### src/shared/css_pkg.sv
// constants for the core status register block
package css_pkg;
   // special-function byte addresses
   localparam logic [7:0] CSS_ADDR_STATUS = 8'hD0;
   localparam logic [7:0] CSS_ADDR_RESULT = 8'hE0;
   localparam logic [7:0] CSS_ADDR_AUX = 8'hF0;
   // bit address space: upper half maps onto bit-addressable sfrs
   localparam logic [7:0] CSS_BIT_SFR_BASE = 8'h80;
   localparam logic [7:0] CSS_BIT_BYTE_MASK = 8'hF8;
   // reset values
   localparam logic [7:0] CSS_RESULT_RST = 8'h00;
   localparam logic [7:0] CSS_AUX_RST = 8'h00;
   localparam logic [7:0] CSS_STATUS_RST = 8'h00;
   localparam logic [7:0] CSS_ZERO = 8'h00;
   localparam logic [7:0] CSS_ONES = 8'hFF;
   localparam logic [7:0] CSS_ONE_HOT0 = 8'h01;
   // status word field positions
   localparam int CSS_CARRY_BIT = 7;
   localparam int CSS_HALF_CARRY_BIT = 6;
   localparam int CSS_USER_ZERO_BIT = 5;
   localparam int CSS_BANK_HI = 4;
   localparam int CSS_BANK_LO = 3;
   localparam int CSS_WRAP_BIT = 2;
   localparam int CSS_USER_ONE_BIT = 1;
   localparam int CSS_PARITY_BIT = 0;
   // working register bank store
   localparam int CSS_WREG_AW = 5;
   localparam int CSS_WREG_DEPTH = 32;
   typedef logic [7:0] css_byte_t;
endpackage

### src/shared/css_bank_if.sv
// carrier between status block and working register store
`timescale 1ns/1ps
interface css_bank_if;
   logic [4:0] addr;
   logic we;
   logic [7:0] wdata;
   logic re;
   logic [7:0] rdata;
   modport ctrl (output addr, output we, output wdata, output re,
      input rdata);
   modport mem (input addr, input we, input wdata, input re,
      output rdata);
endinterface

### src/hw/css_wreg_mem.sv
// working register store, four banks of eight bytes
`timescale 1ns/1ps
module css_wreg_mem (
   // clock and reset
   input wire logic clk,
   input wire logic nrst,
   // access from the status block
   css_bank_if.mem bus
);
   import css_pkg::*;

   css_byte_t mem_q [CSS_WREG_DEPTH];
   css_byte_t rdata_ff;

   // storage array, no reset on the data
   always_ff @(posedge clk) begin
      if (bus.we) begin
         mem_q[bus.addr] <= bus.wdata;
      end
   end

   // registered read port
   always_ff @(posedge clk or negedge nrst) begin
      if (!nrst) begin
         rdata_ff <= CSS_ZERO;
      end else if (bus.re) begin
         rdata_ff <= mem_q[bus.addr];
      end
   end

   assign bus.rdata = rdata_ff;
endmodule

### src/hw/css_core_regs.sv
// core status registers: result, aux operand, status word, banks
`timescale 1ns/1ps
// Overview of operation
// - Sfrs at addresses ending in 0 or 8 also accept bit set, clear, test.
// - The result register at 0xE0 is 8-bit read/write and resets to zero.
// - Arithmetic results update carry, half-carry, overflow and parity.
// - The aux operand register at 0xF0 is 8-bit read/write, reset zero.
// - Bit 7 carry is set on carry-out, borrow or a one rotated out.
// - Bit 6 half-carry is set on a carry out of result bit 3.
// - Bits 5 and 1 are user flags that hardware never changes.
// - Bits 4:3 pick the working bank at bytes 00-07, 08-0F, 10-17, 18-1F.
// - Bit 2 overflow is set when arithmetic overflows the result.
// - Bit 0 is read-only parity of the result register, one for an odd count of ones.
// - Each bank holds eight registers on consecutive bytes.
module css_core_regs (
   // clock and reset
   input wire logic clk,
   input wire logic nrst,
   // byte access to special-function registers
   input wire logic [7:0] sfr_addr,
   input wire logic sfr_wr,
   input wire css_pkg::css_byte_t sfr_wdata,
   input wire logic sfr_rd,
   output css_pkg::css_byte_t sfr_rdata,
   // single-bit access
   input wire logic [7:0] bit_addr,
   input wire logic bit_set,
   input wire logic bit_clr,
   input wire logic bit_test,
   output logic bit_rdata,
   // arithmetic unit results
   input wire logic alu_result_we,
   input wire css_pkg::css_byte_t alu_result,
   input wire logic alu_aux_we,
   input wire css_pkg::css_byte_t alu_aux,
   input wire logic alu_carry_we,
   input wire logic alu_carry,
   input wire logic alu_half_carry_we,
   input wire logic alu_half_carry,
   input wire logic alu_wrap_we,
   input wire logic alu_wrap,
   // working register access
   input wire logic [2:0] wreg_idx,
   input wire logic wreg_wr,
   input wire css_pkg::css_byte_t wreg_wdata,
   input wire logic wreg_rd,
   output css_pkg::css_byte_t wreg_rdata,
   // state towards the core
   output css_pkg::css_byte_t result_q,
   output css_pkg::css_byte_t aux_q,
   output css_pkg::css_byte_t status_q,
   output logic [1:0] bank_select,
   output logic parity_flag
);
   import css_pkg::*;

   // architectural registers
   css_byte_t result_ff;
   css_byte_t aux_ff;
   css_byte_t status_ff;

   // next values of the architectural registers
   css_byte_t nxt_result;
   css_byte_t nxt_aux;
   css_byte_t nxt_status;

   // registered read data and their next values
   css_byte_t sfr_rdata_ff;
   css_byte_t nxt_sfr_rdata;
   logic bit_rdata_ff;
   logic nxt_bit_rdata;

   // carrier towards the working register store
   css_bank_if bank_bus ();

   // bit address decode: only upper half reaches sfrs
   wire bit_in_sfr = bit_addr >= CSS_BIT_SFR_BASE;
   wire [7:0] bit_byte = bit_addr & CSS_BIT_BYTE_MASK;
   wire [2:0] bit_pos = bit_addr[2:0];
   wire bit_wr = bit_in_sfr & (bit_set | bit_clr);
   wire [7:0] bit_mask = CSS_ONE_HOT0 << bit_pos;
   wire [7:0] bit_data = bit_set ? CSS_ONES : CSS_ZERO;

   // shared write port: byte write or bit write, byte wins
   wire [7:0] wr_addr = sfr_wr ? sfr_addr : bit_byte;
   wire [7:0] wr_mask = sfr_wr ? CSS_ONES : bit_mask;
   wire [7:0] wr_data = sfr_wr ? sfr_wdata : bit_data;
   wire wr_any = sfr_wr | bit_wr;
   // unmapped addresses simply match nothing
   wire wr_result = wr_any & (wr_addr == CSS_ADDR_RESULT);
   wire wr_aux = wr_any & (wr_addr == CSS_ADDR_AUX);
   wire wr_status = wr_any & (wr_addr == CSS_ADDR_STATUS);

   // masked merge of a software write into each register
   wire [7:0] result_sw = (result_ff & ~wr_mask) | (wr_data & wr_mask);
   wire [7:0] aux_sw = (aux_ff & ~wr_mask) | (wr_data & wr_mask);
   wire [7:0] status_sw = (status_ff & ~wr_mask) | (wr_data & wr_mask);

   // live parity of the result register, never stored
   wire parity = ^result_ff;
   wire [7:0] status_view = {status_ff[7:1], parity};

   // result register: arithmetic write over software write
   always_comb begin
      nxt_result = result_ff;
      if (wr_result) begin
         nxt_result = result_sw;
      end
      if (alu_result_we) begin
         nxt_result = alu_result;
      end
   end

   // aux operand register: multiply and divide results win
   always_comb begin
      nxt_aux = aux_ff;
      if (wr_aux) begin
         nxt_aux = aux_sw;
      end
      if (alu_aux_we) begin
         nxt_aux = alu_aux;
      end
   end

   // status word: software write first, hardware flags win after
   always_comb begin
      nxt_status = status_ff;
      if (wr_status) begin
         nxt_status = status_sw;
      end
      if (alu_carry_we) begin
         nxt_status[CSS_CARRY_BIT] = alu_carry;
      end
      if (alu_half_carry_we) begin
         nxt_status[CSS_HALF_CARRY_BIT] = alu_half_carry;
      end
      if (alu_wrap_we) begin
         nxt_status[CSS_WRAP_BIT] = alu_wrap;
      end
      // stored parity slot unused, bits 5 and 1 left to software
      nxt_status[CSS_PARITY_BIT] = 1'b0;
   end

   // byte read mux, zero for anything not held here
   always_comb begin
      unique case (sfr_addr)
         CSS_ADDR_RESULT: nxt_sfr_rdata = result_ff;
         CSS_ADDR_AUX: nxt_sfr_rdata = aux_ff;
         CSS_ADDR_STATUS: nxt_sfr_rdata = status_view;
         default: nxt_sfr_rdata = CSS_ZERO;
      endcase
   end

   // bit test mux, lower bit addresses belong to ram elsewhere
   always_comb begin
      nxt_bit_rdata = 1'b0;
      if (bit_in_sfr) begin
         unique case (bit_byte)
            CSS_ADDR_RESULT: nxt_bit_rdata = result_ff[bit_pos];
            CSS_ADDR_AUX: nxt_bit_rdata = aux_ff[bit_pos];
            CSS_ADDR_STATUS: nxt_bit_rdata = status_view[bit_pos];
            default: nxt_bit_rdata = 1'b0;
         endcase
      end
   end

   // core registers
   always_ff @(posedge clk or negedge nrst) begin
      if (!nrst) begin
         result_ff <= CSS_RESULT_RST;
         aux_ff <= CSS_AUX_RST;
         status_ff <= CSS_STATUS_RST;
      end else begin
         result_ff <= nxt_result;
         aux_ff <= nxt_aux;
         status_ff <= nxt_status;
      end
   end

   // read data registers
   always_ff @(posedge clk or negedge nrst) begin
      if (!nrst) begin
         sfr_rdata_ff <= CSS_ZERO;
         bit_rdata_ff <= 1'b0;
      end else begin
         if (sfr_rd) begin
            sfr_rdata_ff <= nxt_sfr_rdata;
         end
         if (bit_test) begin
            bit_rdata_ff <= nxt_bit_rdata;
         end
      end
   end

   // bank select forms the upper store address bits
   wire [1:0] bank_field = status_ff[CSS_BANK_HI:CSS_BANK_LO];
   assign bank_bus.addr = {bank_field, wreg_idx};
   assign bank_bus.we = wreg_wr;
   assign bank_bus.wdata = wreg_wdata;
   assign bank_bus.re = wreg_rd;

   // four banks of eight bytes, contents kept over reset
   css_wreg_mem css_wreg_mem_inst (
      .clk (clk),
      .nrst (nrst),
      .bus (bank_bus.mem)
   );

   // read data outputs
   assign sfr_rdata = sfr_rdata_ff;
   assign bit_rdata = bit_rdata_ff;
   assign wreg_rdata = bank_bus.rdata;

   // register state outputs
   assign result_q = result_ff;
   assign aux_q = aux_ff;
   assign status_q = status_view;
   assign bank_select = bank_field;
   assign parity_flag = parity;
endmodule

### config.mk
export PLATFORM = sky130hd
export DESIGN_NAME = css_core_regs
export DESIGN_NICKNAME = d
export VERILOG_FILES = /design/src/shared/css_pkg.sv /design/src/shared/css_bank_if.sv /design/src/hw/css_wreg_mem.sv /design/src/hw/css_core_regs.sv
export SDC_FILE = /design/constraint.sdc
export NUM_CORES = 1
export LEC_CHECK = 0
export ABC_AREA = 1
export BUFFER_PORTS_ARGS = -buffer_cell sky130_fd_sc_hd__buf_2
export CAP_MARGIN = 20
export CORE_UTILIZATION = 40
export DETAILED_ROUTE_END_ITERATION = 12
export MAX_ROUTING_LAYER = met4
export PLACE_DENSITY = 0.63
export SLEW_MARGIN = 5
export SYNTH_ARGS = -nofsm -noshare
export SYNTH_HDL_FRONTEND = slang
export SYNTH_SLANG_ARGS = --single-unit
### constraint.sdc
create_clock -name clk -period 2.1 [get_ports clk]
set_input_delay 0.315 -clock clk [delete_from_list [all_inputs] [get_ports clk]]
set_output_delay 0.315 -clock clk [all_outputs]
set_load 0.03 [all_outputs]
After elaboration in Yosys (flattened, before gate mapping)
Memory sizes are Yosys's and may differ from the RTL's. A register that Yosys moved wholly into a read port is not among the register bits.
Cells that the tools add are included.
{ "totals": {"regBits": 32, "latch_bits": 0, "ram_bits": 256, "mem_bits_ro": 0, "in_bits": 68, "output_inout_bits": 44, "wordCells": 65, "memories": 1} }
{ "mem_list": {"columns": ["name", "depth", "word_bits", "read_ports", "rd_ports_with_merged_regs", "wr", "line_no", "rtl"], "rows": [
  ["css_wreg_mem_inst.mem_q", 32, 8, 1, 1, 1, "css_wreg_mem.sv:12", "css_byte_t mem_q [CSS_WREG_DEPTH];"]
]} }
{ "op_classes": {"addsub": 0, "mul": 0, "n_div": 0, "magnitude_cmp": 2, "eq_ne": 9, "shifts": 1, "n_mux": 23, "bitwise_logic": 14, "reduce_logical": 7} }
{ "ops": {"columns": ["cell", "n"], "rows": [
  ["$mux 8", 9],
  ["$eq 8x8->1 const B", 6],
  ["$and 8x8->8", 4],
  ["$or 8x8->8", 3],
  ["$pmux 8 s3", 1],
  ["$eq 5x5->1 const B", 3],
  ["$reduce_bool 2->1", 5],
  ["$bmux 1 s3", 3],
  ["$mux 1", 9],
  ["$ge 8x8->1 const B", 1],
  ["$not 8->8", 1],
  ["$reduce_xor 8->1", 1],
  ["$shl 1x3->8 const A", 1],
  ["$and 1x1->1", 4],
  ["$lt 3x4->1 const B", 1],
  ["$pmux 1 s3", 1],
  ["$or 1x1->1", 2],
  ["$logic_not 1->1", 1]
]} }

Longest topological paths before layout
{ "logic_depth": {"ltp_word": 7, "mapped_depth": 13, "depth_no_buf": 11} }

By module
Synthesis repeated with hierarchy kept, for this count alone.
{ "unflattened": {"hier_cells": 1494, "area_unflattened_um2": 13723.2} }
{ "modules_own_cells": {"columns": ["module", "n_inst", "cells_per_inst", "area_per_inst_um2", "seq_area_each_um2"], "rows": [
  ["css_wreg_mem", 1, 1056, 11099.4, 7887.6],
  ["css_core_regs", 1, 438, 2623.8, 800.8]
]} }

Worst setup path after synthesis
No wires, ideal clock.
{ "synth_path": {"kind": "reg2reg", "from": "register (tool-made name)", "to": "memory css_wreg_mem_inst.mem_q[29][0] (netlist name) (enable)", "setup_ns": 0.370, "t_arrival_ns": 1.764, "required_ns": 1.730, "path_slack_ns": -0.034, "path_stages_with_launch": 6, "n_path_buf": 1, "period_less_slack_ns": 2.134, "cell_sequence": "dfrtp_1 -> buf_2 -> inv_1 -> nor3_2 -> inv_1 -> nor2_1"} }
{ "synth_rtl": {"columns": ["item", "line_no"], "rows": [
  ["end: declaration", "css_wreg_mem.sv:12"]
]} }

==> flow_summary.toml <==
[placed_design]
dp_cells = 1918
hpwl_um = 23700
port_buffers = 111
place.gp.congestion = 0.902

[clocking]
cts_tree = "built"
clkLatencyLatePin_ns = 0.57
cts_root_buf = "clkbuf_16"
cts_buffers = 31
clock_sinks = 296
clk_pin_slew_ns = 0.06
h-tree-depth = 1
cts_buffer_depth = 3

[hold_path]
hold_class = "primary input to register"
whs_path_depth = 3

[critical_path]
cp_cell_sequence = "nor2_4, inv_1, nand2_2, nand2_1, nand2_1, nand2_2, nand2_4, buf_6"
crit_required_ns = 1.78
path_max_fanout = 5
start_kind = "register"
worstPathArrival_ns = 1.77
rr_worst_depth = 9
cp_slowest_cell = "dfrtp_2"
critPathCaptureType = "primary output"
path_class = "register to primary output"
max_stage_delay_ns = 0.45

[timing]
rsz0062_at_grt = "yes"
setup_violations = 0
final_hold_viol_count = 0
drv_slew = 0
clock_skew_ns = 0.0160
layout_min_cycle_time_ns = 2.09
worst_pin_slew_ns = 0.754
slew_headroom_pct = 49.7
fmax_mhz = 479
fin_crit_sh_pct = 99.5

[power_and_ir_drop]
ir_drop_mv = 0.755
p_switching_uw = 3450
p_int_uw = 10100
p_clk_share_pct = 39.7
swShare_pct = 25.5
cellLeakagePower_uw = 0.00659
comb_power_share_pct = 11.2
p_per_area_nw_per_um2 = 856
pwr-share-seq_pct = 49.1

[detailed_routing]
first_iter_violations = 790
via_count = 10100
wl_um = 35700
firstDrtPassIters = 6
remaining_drc_errors = 0
wl_per_cell_um = 17.9
drtAntennaViolNets = 0
via_per_inst = 5.08

[finish]
fill_cells = 3016
fin_nets = 1595
multiInputGateArea_um2 = 4050
drive_above_1_share_pct = 18.1
area_growth_pct = 20.2
regArea_um2 = 8700
final_util_pct = 48.8
stdcell_count = 1994

[logic_synthesis]
synth_seq_cells = 296
synthAdderAreaFrac_pct = 0
yosysSeqAreaShare_pct = 66.0
yosys.area_share.simple_pct = 28.5
syn_area_um2 = 13200
synthMuxAreaShare_pct = 0
synth_top_family_by_area = "simple AND/OR/NAND/NOR gates"
netlist_instances = 1352
yosysWarnings = 0
synth.avg_cell_area_um2 = 9.74
yosysUniqueCellTypes = 32
synth-compound-area-share_pct = 1.59
synthXorXnorAreaFrac_pct = 0.332
syn_nets = 1420

[job]
maxCapViolCount = 0

[run_status]
outcome = "completed"

[grt]
antenna_found_initial = 1
grt_max_degree = 50
overflow = 0
grt_pass1_vias = 9715
grt_pass1_wl_um = 54800
grt.total_usage_pct = 22.0

[floorplanning]
die-area_um2 = 33700
core-area_um2 = 32500
die_y_um = 183
row_count = 66
die_w_um = 183
start_util_pct = 40.6
ios = 112
## area by class of cell
| type | count | share of cell area, % |
|---|---|---|
| Sequential cell | 296 | 54.9 |
| Multi-Input combinational cell | 940 | 25.6 |
| Timing Repair Buffer | 195 | 8.28 |
| Clock buffer | 38 | 5.06 |
| Tap cell | 442 | 3.49 |
| Inverter | 63 | 1.49 |
| Clock inverter | 19 | 1.18 |
| Antenna cell | 1 | 0.0158 |
## per-layer routing
layer | track usage [%] | part of all wire (%)
met2 | 35.2 | 47
met3 | 3.03 | 6.0
met1 | 29.2 | 44
met5 | - | 0
met4 | 6.57 | 3.1
## metrics by stage
stage / hold slack, ns / TNS (ns) / power [uW] / setup slack (ns) / area, um2
floorplan: 0.0194 / -1.10 / 7560 / -0.0345 / 13200
global placement: 0.320 / 0 / 8170 / 0.173 / 14600
detailed placement: 0.324 / 0 / 8170 / 0.163 / 14600
CTS: 0.0347 / -0.0226 / 13600 / -0.0114 / 15700
global route: 0.0470 / -0.117 / 14000 / -0.0591 / 15800
finish: 0.0625 / 0 / 13600 / 0.0105 / 15800
## power groups by stage
| stage | clock network, uW | logic (uW) | registers [uW] |
|---|---|---|---|
| after floorplan | 0 | 718 | 6840 |
| after global placement | 0 | 1390 | 6780 |
| after detailed placement | 0 | 1400 | 6780 |
| after CTS | 5470 | 1440 | 6660 |
| after global routing | 5700 | 1660 | 6670 |
| final | 5380 | 1510 | 6660 |
## registers in the layout, indices dropped and copies added, names as in the netlist, named ones only
signal and flops:
css_wreg_mem_inst.bus.rdata 8, bit_rdata 1, status_ff 3, sfr_rdata 8, css_wreg_mem_inst.mem_q 256
## kinds of logic after synthesis
group,Yosys count
compound gates,38
xor+xnor,5
buf+inv,116
flops,296
simple gates,897
## cell usage in the layout, fill, tap and decap left out, types with 25 or more instances in the layout
| cell | instances |
|---|---|
| o21ai_0 | 25 |
| nor2_1 | 69 |
| edfxtp_1 | 256 |
| inv_1 | 54 |
| nand3_1 | 137 |
| buf_2 | 109 |
| nand2_1 | 618 |
| nand4_1 | 32 |
| buf_4 | 67 |
| clkbuf_16 | 31 |
| dfrtp_1 | 32 |
## worst max-delay path: cells and delay by family (launching register included)
family,cells,cell delay (ns)
buf+inv,2,0.19
simple gates,6,0.56
flops,1,0.45
## cells in the mapped netlist, drive strengths merged
cell type | number | area (um2)
inv | 60 | 225
nand2 | 628 | 2360
dfrtp | 40 | 1000
nor2b | 1 | 6.26
buf | 29 | 156
o21ai | 32 | 175
nand4 | 32 | 200
xnor2 | 3 | 26.3
nor2 | 77 | 329
a21oi | 4 | 20.0
or2 | 9 | 56.3
nor3 | 11 | 90.1
and2 | 1 | 6.26
clkbuf | 24 | 91.3
nor4 | 1 | 12.5
edfxtp | 256 | 7690
nand3 | 137 | 686
xor2 | 2 | 17.5
o22ai | 1 | 6.26
o21a | 1 | 7.51
clkinv | 3 | 11.3
## timing repair
action | in CTS | in global routing
hold buffers | 10 | 0
buffers inserted | 2 | 6
pin swaps | 0 | 8
gates resized for setup | 9 | 19
cloned | 0 | 0
setup endpoints to repair | 2 | 2
endpoints found under the hold margin | 26 | 0
## path summary, 6_finish.rpt
kind	startpoint	to	slack [ns]
max	register	status_q[0]	0.01
min	sfr_rd	sfr_rdata[4]	0.06
max reg2reg	register	css_wreg_mem_inst.bus.rdata[1]	0.26
min reg2reg	bit_rdata	bit_rdata	0.47
max in group asynchronous	nrst	css_wreg_mem_inst.bus.rdata[3]	1.33
min in group asynchronous	nrst	bit_rdata	0.26
Power figures use the tool's default switching activity.
